### config.mk
export PLATFORM = sky130hd
export DESIGN_NAME = rprp_parser
export DESIGN_NICKNAME = d
export VERILOG_FILES = /design/src/rtl/rprp_parser.v
export VERILOG_INCLUDE_DIRS = /design/src /design/src/rtl
export SDC_FILE = /design/constraint.sdc
export NUM_CORES = 1
export LEC_CHECK = 0
export BUFFER_PORTS_ARGS = -buffer_cell sky130_fd_sc_hd__buf_2
export CAP_MARGIN = 40
export CORE_ASPECT_RATIO = 2
export CORE_MARGIN = 2
export CORE_UTILIZATION = 50
export DETAILED_ROUTE_END_ITERATION = 8
export MAX_ROUTING_LAYER = met4
export PLACE_DENSITY = 0.67
export RECOVER_POWER = 100
export SKIP_LAST_GASP = 1
export SLEW_MARGIN = 15
export SYNTH_ARGS = -nofsm -noshare
export SYNTH_HDL_FRONTEND = slang
export SYNTH_SLANG_ARGS = --single-unit
### constraint.sdc
create_clock -name clk_i -period 24.8 [get_ports clk_i]
set_input_delay 2.48 -clock clk_i [delete_from_list [all_inputs] [get_ports clk_i]]
set_output_delay 2.48 -clock clk_i [all_outputs]
set_load 0.005 [all_outputs]
### src/rtl/rprp_consts.vh
// Constants for the reference picture remap parser
`ifndef RPRP_CONSTS_VH
`define RPRP_CONSTS_VH

// Register byte offsets
`define RPRP_ADR_CTRL 8'h00
`define RPRP_ADR_STATUS 8'h04
`define RPRP_ADR_SLICE 8'h08
`define RPRP_ADR_MB 8'h0C
`define RPRP_ADR_MAXLT 8'h10
`define RPRP_ADR_LASTPN 8'h14
`define RPRP_ADR_ST_BASE 8'h20
`define RPRP_ADR_LT_BASE 8'h40
`define RPRP_ADR_LIST_BASE 8'h80

// Control register fields
`define RPRP_CTRL_SP 0
`define RPRP_CTRL_CABAC 1
`define RPRP_CTRL_TYPE_LO 2
`define RPRP_CTRL_TYPE_HI 3
`define RPRP_CTRL_STORED 4
`define RPRP_CTRL_START 8

// Status register fields
`define RPRP_ST_BUSY 0
`define RPRP_ST_DONE 1
`define RPRP_ST_EDUP 2
`define RPRP_ST_ESEQ 3
`define RPRP_ST_EMISS 4
`define RPRP_ST_EOPC 5
`define RPRP_ST_BTYPE 6
`define RPRP_ST_CNT_LO 8
`define RPRP_ST_CNT_HI 12

// Entry valid bit in buffer and list words; long-term bit in list words
`define RPRP_ENT_VALID 15
`define RPRP_ENT_LONG 14

// Picture types
`define RPRP_PIC_I 2'h0
`define RPRP_PIC_P 2'h1
`define RPRP_PIC_B 2'h2

// Remap opcodes
`define RPRP_OPC_NEG 16'h0000
`define RPRP_OPC_POS 16'h0001
`define RPRP_OPC_LT 16'h0002
`define RPRP_OPC_END 16'h0003

// Field widths and sizes
`define RPRP_PN_W 10
`define RPRP_QI_W 5
`define RPRP_PN_MODULUS 1024
`define RPRP_PN_ONE 10'h001
`define RPRP_ST_N 8
`define RPRP_LT_N 8
`define RPRP_LIST_N 16

// Reset values
`define RPRP_MAXLT_RST 4'h0
`define RPRP_BTYPE_SLIDING 1'b0

`endif

### src/rtl/rprp_parser.v
// Slice header parser building the remapped reference index order
`timescale 1ns/1ps
`include "rprp_consts.vh"
// Summary of operation
// - Slice step_a index is 5-bit, 0..31
// - Stored picture number advances by one, wrapping
// - Non-stored picture increments last stored number
// - Flag duplicate short-term picture number as error
// - Selection flag 0 absent, 1 present
// - Absent layer gives default order; slices isolated
// - Remap opcodes expected only in P/B
// - Read next opcode after each remap field
// - Short-term first, most recent to oldest
// - Long-term ascending index below maximum
// - Nth remap goes to index n-1
// - P/B picture: buffering type follows end opcode
// - Opcodes: 0 neg, 1 pos, 2 long, 3 end
// - Absolute difference is code number plus one
// - Prediction starts current, then last remapped
// - Long-term remap leaves prediction unchanged
// - SP step_a parsed only in SP frames
// - Macroblock count parsed only with CABAC
// - Maximum long-term index starts at zero
// - Buffering type 0 sliding, 1 adaptive
module rprp_parser (
  input wire clk_i,
  input wire rst_i,
  input wire wb_cyc_i,
  input wire wb_stb_i,
  input wire wb_we_i,
  input wire [7:0] wb_adr_i,
  input wire [3:0] wb_sel_i,
  input wire [31:0] wb_dat_i,
  output reg [31:0] wb_dat_o,
  output reg wb_ack_o,
  input wire sym_valid_i,
  input wire [15:0] sym_data_i,
  output reg sym_ready_o,
  output reg slice_done_o,
  output reg [4:0] slice_step_a_index_o,
  output reg buffering_type_o
);

localparam [3:0] S_IDLE = 4'h0;
localparam [3:0] S_FMB = 4'h1;
localparam [3:0] S_SQP = 4'h2;
localparam [3:0] S_SPQ = 4'h3;
localparam [3:0] S_MBN = 4'h4;
localparam [3:0] S_PN = 4'h5;
localparam [3:0] S_REF_SELECT_LAYER_FLAG = 4'h6;
localparam [3:0] S_OPC = 4'h7;
localparam [3:0] S_DIFF = 4'h8;
localparam [3:0] S_LTIDX = 4'h9;
localparam [3:0] S_BTYPE = 4'hA;
localparam [3:0] S_BUILD = 4'hB;

// Modular distance back from the current picture; wrap falls out of 10-bit math
function [9:0] pn_dist;
  input [9:0] cur;
  input [9:0] pn;
  begin
    pn_dist = cur - pn;
  end
endfunction

function parse_state;
  input [3:0] s;
  begin
    parse_state = (s != S_IDLE) && (s != S_BUILD);
  end
endfunction

////////////////////////////////////////////////////////////////////////////////
reg [3:0] state_ff;
reg [3:0] nxt_state;
reg [4:0] ctrl_ff;
reg [3:0] maxlt_ff;
reg [10:0] st_ff [0:7];
reg [7:0] lt_valid_ff;
reg [7:0] st_used_ff;
reg [7:0] lt_used_ff;
reg [10:0] list_ff [0:15];
reg [4:0] list_cnt_ff;
reg [9:0] pn_ff;
reg [9:0] last_pn_ff;
reg have_ref_ff;
reg [9:0] pred_ff;
reg [15:0] first_mb_ff;
reg [15:0] mb_cnt_ff;
reg [4:0] sp_qi_ff;
reg [1:0] opc_ff;
reg [5:0] flags_ff;
reg [5:0] set_flags;
reg [5:0] clr_flags;

wire wb_req = wb_cyc_i & wb_stb_i & ~wb_ack_o;
wire wb_wr = wb_req & wb_we_i & wb_sel_i[0];
wire take = sym_valid_i & sym_ready_o;
wire [1:0] pic_type = ctrl_ff[`RPRP_CTRL_TYPE_HI:`RPRP_CTRL_TYPE_LO];
wire start = wb_wr & (wb_adr_i == `RPRP_ADR_CTRL) & wb_dat_i[`RPRP_CTRL_START];
wire [9:0] diff_abs = sym_data_i[9:0] + `RPRP_PN_ONE;
wire [9:0] tgt = (opc_ff == 2'h0) ? pred_ff - diff_abs : pred_ff + diff_abs;
wire list_full = list_cnt_ff[4];

////////////////////////////////////////////////////////////////////////////////
// Searches over the small picture buffer
reg hit;
reg [2:0] hit_idx;
reg dup;
reg st_found;
reg [2:0] st_best;
reg [9:0] st_bd;
reg lt_found;
reg [2:0] lt_best;
integer i, j;

always @*
begin
  hit = 1'b0;
  hit_idx = 3'h0;
  dup = 1'b0;
  st_found = 1'b0;
  st_best = 3'h0;
  st_bd = 10'h3FF;
  lt_found = 1'b0;
  lt_best = 3'h0;
  for (i = 0; i < `RPRP_ST_N; i = i + 1)
  begin
    if (st_ff[i][10] && (st_ff[i][9:0] == sym_data_i[9:0]))
      dup = 1'b1;
    if (!hit && st_ff[i][10] && !st_used_ff[i] && (st_ff[i][9:0] == tgt))
    begin
      hit = 1'b1;
      hit_idx = i[2:0];
    end
    if (st_ff[i][10] && !st_used_ff[i] && (st_ff[i][9:0] != pn_ff) &&
        (!st_found || (pn_dist(pn_ff, st_ff[i][9:0]) < st_bd)))
    begin
      st_found = 1'b1;
      st_best = i[2:0];
      st_bd = pn_dist(pn_ff, st_ff[i][9:0]);
    end
  end
  // Downward scan leaves the smallest eligible long-term index
  for (i = `RPRP_LT_N - 1; i >= 0; i = i - 1)
  begin
    if (lt_valid_ff[i] && !lt_used_ff[i] && ({1'b0, i[2:0]} < maxlt_ff))
    begin
      lt_found = 1'b1;
      lt_best = i[2:0];
    end
  end
end

////////////////////////////////////////////////////////////////////////////////
// Header sequencer
always @*
begin
  nxt_state = state_ff;
  case (state_ff)
    S_IDLE:
      if (start)
        nxt_state = S_FMB;
    S_FMB:
      if (take)
        nxt_state = S_SQP;
    S_SQP:
      if (take)
      begin
        if (ctrl_ff[`RPRP_CTRL_SP])
          nxt_state = S_SPQ;
        else if (ctrl_ff[`RPRP_CTRL_CABAC])
          nxt_state = S_MBN;
        else
          nxt_state = S_PN;
      end
    S_SPQ:
      if (take)
        nxt_state = ctrl_ff[`RPRP_CTRL_CABAC] ? S_MBN : S_PN;
    S_MBN:
      if (take)
        nxt_state = S_PN;
    S_PN:
      if (take)
        nxt_state = S_REF_SELECT_LAYER_FLAG;
    S_REF_SELECT_LAYER_FLAG:
      if (take)
      begin
        if (sym_data_i[0] == 1'b0)
          nxt_state = S_BUILD;
        else if (pic_type == `RPRP_PIC_I)
          nxt_state = S_BTYPE;
        else
          nxt_state = S_OPC;
      end
    S_OPC:
      if (take)
      begin
        case (sym_data_i)
          `RPRP_OPC_NEG: nxt_state = S_DIFF;
          `RPRP_OPC_POS: nxt_state = S_DIFF;
          `RPRP_OPC_LT: nxt_state = S_LTIDX;
          `RPRP_OPC_END: nxt_state = S_BTYPE;
          default: nxt_state = S_BUILD;
        endcase
      end
    S_DIFF:
      if (take)
        nxt_state = S_OPC;
    S_LTIDX:
      if (take)
        nxt_state = S_OPC;
    S_BTYPE:
      if (take)
        nxt_state = S_BUILD;
    S_BUILD:
      if (list_full || (!st_found && !lt_found))
        nxt_state = S_IDLE;
    default:
      nxt_state = S_IDLE;
  endcase
end

////////////////////////////////////////////////////////////////////////////////
// Sticky flags: a set in the same cycle as its clear wins
always @*
begin
  set_flags = 6'h00;
  clr_flags = 6'h00;
  if (wb_wr && (wb_adr_i == `RPRP_ADR_STATUS))
    clr_flags = wb_dat_i[5:0];
  clr_flags[`RPRP_ST_BUSY] = 1'b0;
  if ((state_ff == S_BUILD) && (nxt_state == S_IDLE))
    set_flags[`RPRP_ST_DONE] = 1'b1;
  if (take && (state_ff == S_PN))
  begin
    set_flags[`RPRP_ST_EDUP] = dup;
    // Both stored and non-stored pictures follow the last stored one
    set_flags[`RPRP_ST_ESEQ] = have_ref_ff &&
                               (sym_data_i[9:0] != last_pn_ff + `RPRP_PN_ONE);
  end
  if (take && (state_ff == S_DIFF) && (!hit || list_full))
    set_flags[`RPRP_ST_EMISS] = 1'b1;
  if (take && (state_ff == S_LTIDX) &&
      ((sym_data_i[15:3] != 13'h0000) || ({1'b0, sym_data_i[2:0]} >= maxlt_ff) ||
       !lt_valid_ff[sym_data_i[2:0]] || lt_used_ff[sym_data_i[2:0]] || list_full))
    set_flags[`RPRP_ST_EMISS] = 1'b1;
  if (take && (state_ff == S_OPC) && (sym_data_i > `RPRP_OPC_END))
    set_flags[`RPRP_ST_EOPC] = 1'b1;
  set_flags[`RPRP_ST_BUSY] = 1'b0;
end

////////////////////////////////////////////////////////////////////////////////
always @(posedge clk_i)
begin
  if (rst_i)
  begin
    state_ff <= S_IDLE;
    ctrl_ff <= 5'h00;
    maxlt_ff <= `RPRP_MAXLT_RST;
    lt_valid_ff <= 8'h00;
    st_used_ff <= 8'h00;
    lt_used_ff <= 8'h00;
    list_cnt_ff <= 5'h00;
    pn_ff <= 10'h000;
    last_pn_ff <= 10'h000;
    have_ref_ff <= 1'b0;
    pred_ff <= 10'h000;
    first_mb_ff <= 16'h0000;
    mb_cnt_ff <= 16'h0000;
    sp_qi_ff <= 5'h00;
    opc_ff <= 2'h0;
    flags_ff <= 6'h00;
    sym_ready_o <= 1'b0;
    slice_done_o <= 1'b0;
    slice_step_a_index_o <= 5'h00;
    buffering_type_o <= `RPRP_BTYPE_SLIDING;
    wb_ack_o <= 1'b0;
    wb_dat_o <= 32'h00000000;
    for (j = 0; j < `RPRP_ST_N; j = j + 1)
      st_ff[j] <= 11'h000;
    for (j = 0; j < `RPRP_LIST_N; j = j + 1)
      list_ff[j] <= 11'h000;
  end
  else
  begin
    state_ff <= nxt_state;
    sym_ready_o <= parse_state(nxt_state);
    slice_done_o <= set_flags[`RPRP_ST_DONE];
    flags_ff <= (flags_ff & ~clr_flags) | set_flags;
    flags_ff[`RPRP_ST_BUSY] <= (nxt_state != S_IDLE);
    // Register writes
    if (wb_wr)
    begin
      if (wb_adr_i == `RPRP_ADR_CTRL)
        ctrl_ff <= wb_dat_i[4:0];
      if (wb_adr_i == `RPRP_ADR_MAXLT)
        maxlt_ff <= (wb_dat_i[3:0] > 4'h8) ? 4'h8 : wb_dat_i[3:0];
      if (wb_adr_i == `RPRP_ADR_LASTPN)
      begin
        last_pn_ff <= wb_dat_i[9:0];
        have_ref_ff <= wb_dat_i[`RPRP_ENT_VALID];
      end
      if (wb_adr_i[7:5] == 3'h1)
        st_ff[wb_adr_i[4:2]] <= {wb_dat_i[`RPRP_ENT_VALID], wb_dat_i[9:0]};
      if (wb_adr_i[7:5] == 3'h2)
        lt_valid_ff[wb_adr_i[4:2]] <= wb_dat_i[`RPRP_ENT_VALID];
    end
    // Every slice starts from a clean remap state
    if (start && (state_ff == S_IDLE))
    begin
      st_used_ff <= 8'h00;
      lt_used_ff <= 8'h00;
      list_cnt_ff <= 5'h00;
    end
    if (take)
    begin
      case (state_ff)
        S_FMB: first_mb_ff <= sym_data_i;
        S_SQP: slice_step_a_index_o <= sym_data_i[4:0];
        S_SPQ: sp_qi_ff <= sym_data_i[4:0];
        S_MBN: mb_cnt_ff <= sym_data_i;
        S_PN:
        begin
          pn_ff <= sym_data_i[9:0];
          pred_ff <= sym_data_i[9:0];
        end
        S_OPC: opc_ff <= sym_data_i[1:0];
        S_DIFF:
          if (hit && !list_full)
          begin
            pred_ff <= tgt;
            st_used_ff[hit_idx] <= 1'b1;
            list_ff[list_cnt_ff[3:0]] <= {1'b0, tgt};
            list_cnt_ff <= list_cnt_ff + 5'h01;
          end
        S_LTIDX:
          // Prediction untouched here
          if (!set_flags[`RPRP_ST_EMISS])
          begin
            lt_used_ff[sym_data_i[2:0]] <= 1'b1;
            list_ff[list_cnt_ff[3:0]] <= {1'b1, 7'h00, sym_data_i[2:0]};
            list_cnt_ff <= list_cnt_ff + 5'h01;
          end
        S_BTYPE: buffering_type_o <= sym_data_i[0];
        default: opc_ff <= opc_ff;
      endcase
    end
    // Unmoved pictures follow in default order, one per cycle
    if ((state_ff == S_BUILD) && !list_full)
    begin
      if (st_found)
      begin
        st_used_ff[st_best] <= 1'b1;
        list_ff[list_cnt_ff[3:0]] <= {1'b0, st_ff[st_best][9:0]};
        list_cnt_ff <= list_cnt_ff + 5'h01;
      end
      else if (lt_found)
      begin
        lt_used_ff[lt_best] <= 1'b1;
        list_ff[list_cnt_ff[3:0]] <= {1'b1, 7'h00, lt_best};
        list_cnt_ff <= list_cnt_ff + 5'h01;
      end
    end
    if (set_flags[`RPRP_ST_DONE] && ctrl_ff[`RPRP_CTRL_STORED])
    begin
      last_pn_ff <= pn_ff;
      have_ref_ff <= 1'b1;
    end
    // Wishbone answer one cycle after the request
    wb_ack_o <= wb_req;
    wb_dat_o <= 32'h00000000;
    if (wb_req && !wb_we_i)
    begin
      case (wb_adr_i[7:5])
        3'h0:
          case (wb_adr_i)
            `RPRP_ADR_CTRL: wb_dat_o <= {27'h0000000, ctrl_ff};
            `RPRP_ADR_STATUS: wb_dat_o <= {19'h00000, list_cnt_ff, 1'b0,
                                           buffering_type_o, flags_ff};
            `RPRP_ADR_SLICE: wb_dat_o <= {6'h00, pn_ff, 3'h0, sp_qi_ff, 3'h0,
                                          slice_step_a_index_o};
            `RPRP_ADR_MB: wb_dat_o <= {mb_cnt_ff, first_mb_ff};
            `RPRP_ADR_MAXLT: wb_dat_o <= {28'h0000000, maxlt_ff};
            `RPRP_ADR_LASTPN: wb_dat_o <= {16'h0000, have_ref_ff, 5'h00, last_pn_ff};
            default: wb_dat_o <= 32'h00000000;
          endcase
        3'h1: wb_dat_o <= {16'h0000, st_ff[wb_adr_i[4:2]][10], 5'h00,
                           st_ff[wb_adr_i[4:2]][9:0]};
        3'h2: wb_dat_o <= {16'h0000, lt_valid_ff[wb_adr_i[4:2]], 15'h0000};
        3'h4, 3'h5: wb_dat_o <= {16'h0000, ({1'b0, wb_adr_i[5:2]} < list_cnt_ff),
                                 list_ff[wb_adr_i[5:2]][10], 4'h0,
                                 list_ff[wb_adr_i[5:2]][9:0]};
        default: wb_dat_o <= 32'h00000000;
      endcase
    end
  end
end

endmodule

Yosys cells after proc, flatten, opt, wreduce, memory -nomap -nowiden:

Memory sizes are Yosys's and may differ from the RTL's.
Cells that the tools add are included.
W data, S select, Z words.

* bits of input ports: 66
* bits in registers: 159
* memories kept: 2
* word-level logic and storage cells: 477
* output and inout bits: 41
* RAM bits: 264

Memory list
* list_ff: depth 16, bits a word 11, rd ports 1, clocked after memory_dff 0, write ports 16, RTL line rprp_parser.v:82 `reg [10:0] list_ff [0:15];`
* st_ff: depth 8, bits a word 11, rd ports 10, clocked after memory_dff 0, write ports 8, RTL line rprp_parser.v:78 `reg [10:0] st_ff [0:7];`

* eq/ne operators: 50
* muxes and demuxes: 172
* bitwise gates (word level): 19
* magnitude comparators: 29
* reduce and logical (&&, ||, !) cells: 170
* add/sub/neg operators: 13

Operator list (count)
* $pmux W32 S6: 1
* $eq A10 B10 Y1: 16
* $mux W8: 17
* $pmux W32 S4: 1
* $mux W10: 12
* $logic_and A1 B1 Y1: 91
* $ne A10 B10 Y1: 9
* $sub A10 B10 Y10: 9
* $mux W1: 77
* $lt A10 B10 Y1: 7
* $mux W3: 22
* $mux W4: 15
* $mux W11: 5
* $pmux W4 S11: 1
* $logic_not A1 Y1: 36
* $mux W5: 7
* $eq A16 B2 Y1 const B: 2
* $or A8 B8 Y8: 4
* $reduce_and A2 Y1: 11
* $reduce_or A11 Y1: 2
* $add A10 B1 Y10 const B: 2
* $lt A3 B4 Y1 const B: 5
* $pmux W10 S2: 1
* $eq A16 B1 Y1 const B: 1
* other kinds (46): 99

Longest topological paths before layout:

Gate-level depths: netlist of run 1.

* word-level depth: 56
* gate-level depth with buffers: 100
* depth with buffers taken out: 88

Worst setup path before layout of run 1:

Ideal clock, no wire load.

* path kind: register -> register
* from: register pn_ff[1] (netlist: pn_dist.cur[1])
* to: memory list_ff[1][9], data pin
* required time: 24536 ps
* slack: 7299 ps
* setup time: 264 ps
* buffers on the path: 11
* cell stages (with the launch flop): 94
* data arrival time: 17237 ps
* clock period less this slack: 17501 ps
* path through: dfxtp_1 -> inv_1 -> fa_1 -> nor2b_1 -> o21ai_0 -> a21boi_0 -> o21a_1 -> o21ai_0 -> nand2b_1 -> a21oi_1 -> xnor2_1 -> nor2_1 -> ha_1 -> a2111oi_0 -> o221a_2 -> a21oi_2 -> a21boi_1 -> a21boi_1 -> [58 not listed] -> o21ai_0 -> ha_1 -> a21o_1 -> a21o_1 -> a21oi_1 -> o21ai_0 -> a21o_1 -> a21oi_1 -> o21ai_1 -> nor3_1 -> nor2b_1 -> a31o_1 -> o32a_1 -> nor2_4 -> mux2_2 -> a211oi_4 -> buf_4 -> nor2_1

RTL lines
* from (decl): RTL line rprp_parser.v:84 `reg [9:0] pn_ff;`
* from (signal assigned): RTL line rprp_parser.v:325 `pn_ff <= sym_data_i[9:0];`
* to (decl): RTL line rprp_parser.v:82

==> results.json, run 1 <==
{
  "fp.dieW_um": 176,
  "final.period_utilization_pct": 90.0,
  "clk_pin_slew_ps": 70,
  "seq_area_sq_mm": 0.0111,
  "syn_inst": 3150,
  "clock_path_buffers": 3,
  "worstSetupStartpointType": "flop",
  "post-cts-setup-buffers": 0,
  "cap_violations": 6,
  "layout_commonest_cell": "nor2_1",
  "io_buffers": 82,
  "layout_common_cells": "nor2_1, edfxtp_1, nand2_1",
  "ys_types": 105,
  "fin_cells": 3964,
  "crit_type": "reg -> reg",
  "clkLatencyLatePin_ps": 580,
  "crit_path_top_delay_cell": "o22ai_1",
  "cts.sinks": 423,
  "dieHeight_um": 348,
  "ys_ff_latch": 423,
  "slew_headroom_pct": -145,
  "antenna_found_initial": 6,
  "leakage_nw": 12.2,
  "syn_avg_cell_area_sq_um": 9.41,
  "timing.fmax_mhz": 44.8,
  "power_switching_share_pct": 31.6,
  "pin_count": 107,
  "violations": "max-capacitance violations, max-slew violations",
  "total_power_mw": 1.81,
  "p_clk_share_pct": 33.8,
  "n_fill_cell": 5322,
  "dieArea_sq_mm": 0.0613,
  "r2r-start": "pn_dist.cur[0]",
  "place_inst": 3878,
  "power_frac_seq_pct": 43.3,
  "routabilityCongestion": 1.08,
  "hold_class": "reg -> reg",
  "core_sq_mm": 0.0588,
  "post_cts_resized": 0,
  "grt-ovfl-total": 0,
  "synth-async-reset-ratio_pct": 0,
  "hpwl_um": 90900,
  "totalWireLength_um": 117000,
  "holdWs_ps": 453,
  "cts_hold_buf": 0,
  "cts_root_buf": "clkbuf_16",
  "critPathMaxFanout": 18,
  "start_util_pct": 50.4,
  "cpPeakStageDelay_ps": 1260,
  "vias": 25500,
  "synth_edf_count": 264,
  "rows": 126,
  "fin_skew_ps": 32.1,
  "holdPathEnd": "mb_cnt_ff[11]",
  "slew_violations": 214,
  "post-route-min-period_ps": 22320,
  "ys_warn_count": 0,
  "drive_above_1_share_pct": 9.82,
  "power_density_mw_per_mm2": 56.6,
  "first_pass_iters": 9,
  "stdcell_area_sq_mm": 0.0319,
  "postPlaceCellArea_sq_mm": 0.0308,
  "hold_viol": 0,
  "cts_made_buffers": 40,
  "rsz0062_at_grt": "false",
  "required_ps": 25120,
  "drtIter0Drc": 2262,
  "flow.area_growth_from_synthesis_pct": 7.72,
  "yosysSeqAreaShare_pct": 37.5,
  "cts_tree": "yes",
  "grt_first_pass_wirelength_um": 169000,
  "cp_common_cell": "a21o_1",
  "grtUsageTotal_pct": 39.3,
  "reg2reg_depth": 85,
  "fin_setup_tns_ps": 0,
  "post-route-drc-count": 0,
  "netlist_area_sq_mm": 0.0296,
  "nets": 3388,
  "grt_pass1_vias": 25600,
  "synth_top_flop_cell": "edfxtp_1",
  "wl_per_cell_um": 29.4,
  "grt_max_degree": 82,
  "htreeDepth": 2,
  "switching_power_mw": 0.571,
  "worst_slew_pin_slew_ps": 3680,
  "regToRegSetupSlack_ps": 2480,
  "finalSetupViolCount": 0,
  "ir_drop_uv": 79.6,
  "combPwrFrac_pct": 22.9,
  "intPower_mw": 1.24,
  "end_kind": "flop",
  "ant_nets": 0,
  "min_from": "mb_cnt_ff[11]",
  "cp_data_arrival_time_ps": 22640,
  "multi_input_area_sq_mm": 0.0171,
  "reg2reg_to": "list_ff[1][0]",
  "vias_per_cell": 6.44,
  "outcome": "complete, but fails checks",
  "min_delay_path_depth": 2,
  "syn-num-nets": 3383
}
-- worst max-delay path by stage --
stage | from | to | slack [ps] | cells after the start
after floorplan | pn_dist.cur[1] | list_ff[1][9] | 7300 | 93
after global placement | pn_dist.cur[0] | list_ff[14][0] | 3930 | 77
after detailed placement | pn_dist.cur[0] | list_ff[3][6] | 3720 | 84
after CTS | pn_dist.cur[0] | list_ff[3][6] | 3650 | 84
after global routing | pn_dist.cur[0] | list_ff[1][0] | 840 | 88
final | pn_dist.cur[0] | list_ff[1][0] | 2480 | 85
-- registers in the layout, summed over array words and instances, names as in the netlist, 6 cells and up --
signal	flops
list_ff	176
st_ff	88
wb_dat_o	32
first_mb_ff	16
mb_cnt_ff	16
last_pn_ff	10
pn_dist.cur	10
pred_ff	10
lt_used_ff	8
lt_valid_ff	8
st_used_ff	8
flags_ff	6
-- power groups by stage --
| stage | registers (mW) | clock network (mW) | logic [mW] |
|---|---|---|---|
| 6_report | 0.782 | 0.612 | 0.414 |
| 5_1_grt | 0.783 | 0.639 | 0.438 |
| 4_1_cts | 0.781 | 0.616 | 0.403 |
| 3_5_place_dp | 0.797 | 0 | 0.401 |
| 3_3_place_gp | 0.795 | 0 | 0.389 |
| 2_1_floorplan | 0.786 | 0 | 0.277 |
-- metal layers --
| layer | vias up | track usage [%] | routed length (um) |
|---|---|---|---|
| met5 | - | - | 0 |
| met4 | 0 | 37.4 | 14500 |
| met3 | 564 | 6.00 | 6920 |
| met2 | 1288 | 66.7 | 58300 |
| met1 | 12300 | 37.7 | 36900 |
| li1 | 11400 | - | - |
-- through the flow --
step	setup WS [ps]	util, %
4_1_cts	3650	54.5
3_5_place_dp	3720	52.3
6_report	2480	54.3
2_1_floorplan	7300	-
3_3_place_gp	3930	52.1
5_1_grt	839	54.3
-- Yosys cell counts (all sizes together), types with 15 or more instances --
library cell  number  area (sq um)
a21o              55           413
edfxtp           264          7930
clkbuf           132           495
xor2              94           846
o211ai            16           130
and2             103           644
or2               20           125
inv              155           582
nor3              50           250
o22ai             23           156
a32oi             16           185
a311oi            21           208
mux2i             48           480
o21ai            124           624
nand2b            52           325
a21oi            204          1030
a22oi             39           293
xnor2            160          1420
ha               158          1980
nand2            260           976
and3              67           419
a211oi            23           195
nor4              30           188
nor2b             37           231
mux2              15           173
mux4              79          1780
dfxtp            159          3180
a31oi             18           113
buf               54           287
nor2             367          1390
nand4             54           344
nand3             62           345
-- cell type report --
cell class                      instances  share of cell area, %
Antenna cell                            9                 0.0706
Clock buffer                           56                   3.49
Sequential cell                       423                   34.8
Multi-Input combinational cell       2385                   53.6
Tap cell                              768                   3.01
Timing Repair Buffer                  149                   2.71
Clock inverter                         18                  0.447
Inverter                              156                   1.83
-- kinds of logic after synthesis --
kind of cell	after synthesis	synth area share [%]
xor+xnor	263	8.34
simple gates	1157	19.1
compound gates	656	14.9
flops	423	37.5
mux	142	8.21
buf+inv	342	4.62
fa+ha+maj	167	7.28
-- critical path, delay by kind of cell (launching register included) --
family          cells  cell delay (ps)
buf+inv             7             1940
mux                 4             1690
fa+ha+maj           9             2840
simple gates       15             2240
flops               1              480
compound gates     49            12630
xor+xnor            1              190
Power figures use the tool's default switching activity.
==> run 2: changes to the inputs <==
CORE_UTILIZATION = 45   (was 50)
PLACE_DENSITY = default   (was 0.67)
==> run 2 against run 1 <==
Compared with the run above: the run still ends with max-capacitance violations, max-slew violations left; via count is 0.99% lower; clock skew down 1.7 ps; clock-buffer cell count rose by 6; routed wire length is 7.3% lower; power up 0.43%; sequential share of layout area shrank 0.15 points; global-route usage down 6.9 points; combinational power fell by 4%.
==> results.json, run 2 (synthesized netlist as in run 1, its figures left out) <==
{
  "rsz0062_at_grt": "false",
  "crit_type": "reg -> reg",
  "cts_hold_buf": 0,
  "clk_pin_slew_ps": 60,
  "vias_per_cell": 6.22,
  "grt.busiest_layer": "met2",
  "routabilityCongestion": 1.02,
  "power_density_mw_per_mm2": 56.6,
  "hold_class": "reg -> reg",
  "cts.sinks": 423,
  "crit_path_top_delay_cell": "a32oi_2",
  "post_cts_resized": 0,
  "ir_drop_uv": 57.8,
  "dieHeight_um": 367,
  "seq_area_sq_mm": 0.0111,
  "post-route-drc-count": 0,
  "cts_root_buf": "clkbuf_16",
  "fin_cells": 4065,
  "htreeDepth": 2,
  "dieArea_sq_mm": 0.0680,
  "violations": "max-capacitance violations, max-slew violations",
  "grt_util_met3_pct": 4.98,
  "timing.fmax_mhz": 45.1,
  "worstSetupStartpointType": "flop",
  "post-route-min-period_ps": 22180,
  "fin_skew_ps": 30.4,
  "clkLatencyLatePin_ps": 590,
  "drtIter0Drc": 2888,
  "clock_path_buffers": 3,
  "regMostFlops": "list_ff",
  "final.period_utilization_pct": 89.4,
  "power_frac_seq_pct": 43.1,
  "layout_common_cells": "nor2_1, edfxtp_1, nand2_1",
  "cp_data_arrival_time_ps": 22480,
  "first_pass_iters": 6,
  "rows": 133,
  "largest_register_ffs": 176,
  "nets": 3387,
  "grtUsageMet1_pct": 43.6,
  "cap_violations": 5,
  "wl_per_cell_um": 26.6,
  "fp.dieW_um": 185,
  "cts_made_buffers": 43,
  "switching_power_mw": 0.557,
  "end_kind": "flop",
  "outcome": "complete, but fails checks",
  "start_util_pct": 45.3,
  "vias": 25300,
  "pin_count": 107,
  "grtUsageMet2_pct": 48.0,
  "antenna_found_initial": 1,
  "combPwrFrac_pct": 21.9,
  "hpwl_um": 78900,
  "cp_common_cell": "a21o_1",
  "critPathMaxFanout": 33,
  "cpPeakStageDelay_ps": 740,
  "n_fill_cell": 6283,
  "slew_violations": 242,
  "power_switching_share_pct": 30.7,
  "hold_viol": 0,
  "p_clk_share_pct": 35.0,
  "leakage_nw": 12.2,
  "grt_first_pass_wirelength_um": 157000,
  "cts_tree": "yes",
  "drive_above_1_share_pct": 9.82,
  "finalSetupViolCount": 0,
  "place_inst": 3985,
  "intPower_mw": 1.26,
  "io_buffers": 82,
  "fin_setup_tns_ps": 0,
  "grt-ovfl-total": 0,
  "worst_slew_pin_slew_ps": 3630,
  "reg_top3": "list_ff: 176 flops, st_ff: 88 flops, wb_dat_o: 32 flops",
  "ant_nets": 0,
  "totalWireLength_um": 108000,
  "required_ps": 25100,
  "layout_commonest_cell": "nor2_1",
  "core_sq_mm": 0.0654,
  "grtUsageTotal_pct": 32.4,
  "slew_headroom_pct": -142,
  "multi_input_area_sq_mm": 0.0171,
  "flow.area_growth_from_synthesis_pct": 8.20,
  "post-cts-setup-buffers": 0,
  "grt_max_degree": 77,
  "grt_pass1_vias": 24000
}
[run 2: worst max-delay path, delay by kind of cell, from the launching register on]
family	cells	cell delay, ps
adder cells (fa/ha/maj)	9	2890
buffers and inverters	8	2100
multiplexers	2	760
AO/OA/AOI/OAI	51	12320
XOR/XNOR	1	350
flip-flops	1	560
AND/OR/NAND/NOR	17	2900
[run 2: path summary, 6_finish.rpt]
path	from	to	slack (ps)	cells after the start
setup / recovery	pn_dist.cur[0]	list_ff[0][7]	2620	88
hold / removal	mb_cnt_ff[14]	mb_cnt_ff[14]	450	2
setup reg to reg	pn_dist.cur[0]	list_ff[0][7]	2620	88
hold reg to reg	mb_cnt_ff[14]	mb_cnt_ff[14]	450	2
[run 2: layer usage]
metal	part of all wire [%]	wire, um	vias up
met5	0	0	-
met4	5.7	6130	0
met3	9.1	9790	276
met2	44	48100	1271
met1	41	44100	12300
li1	-	-	11400
[run 2: stage by stage]
stage | power (mW) | instance area, sq um | hold WS, ps | setup slack [ps] | util, %
2_1_floorplan | 1.06 | 29600 | 430 | 7300 | -
3_3_place_gp | 1.18 | 30700 | 435 | 3990 | 47.0
3_5_place_dp | 1.19 | 30900 | 440 | 4120 | 47.2
4_1_cts | 1.82 | 32200 | 453 | 4030 | 49.3
5_1_grt | 1.87 | 32100 | 469 | 1160 | 49.0
6_report | 1.82 | 32100 | 453 | 2620 | 49.0
[run 2: final cells by class]
cell class | count | area share (%)
Multi-Input combinational cell | 2385 | 53.3
Sequential cell | 423 | 34.7
Clock buffer | 62 | 3.64
Tap cell | 877 | 3.42
Timing Repair Buffer | 145 | 2.64
Inverter | 156 | 1.83
Clock inverter | 16 | 0.468
Antenna cell | 1 | 0.00781
[run 2: power groups by stage]
stage               combinational, mW  clock, mW  sequential [mW]
finish                          0.397      0.636            0.783
global route                    0.423      0.667            0.783
CTS                             0.391      0.643            0.782
detailed placement              0.389          0            0.797
global placement                0.381          0            0.796
floorplan                       0.277          0            0.786
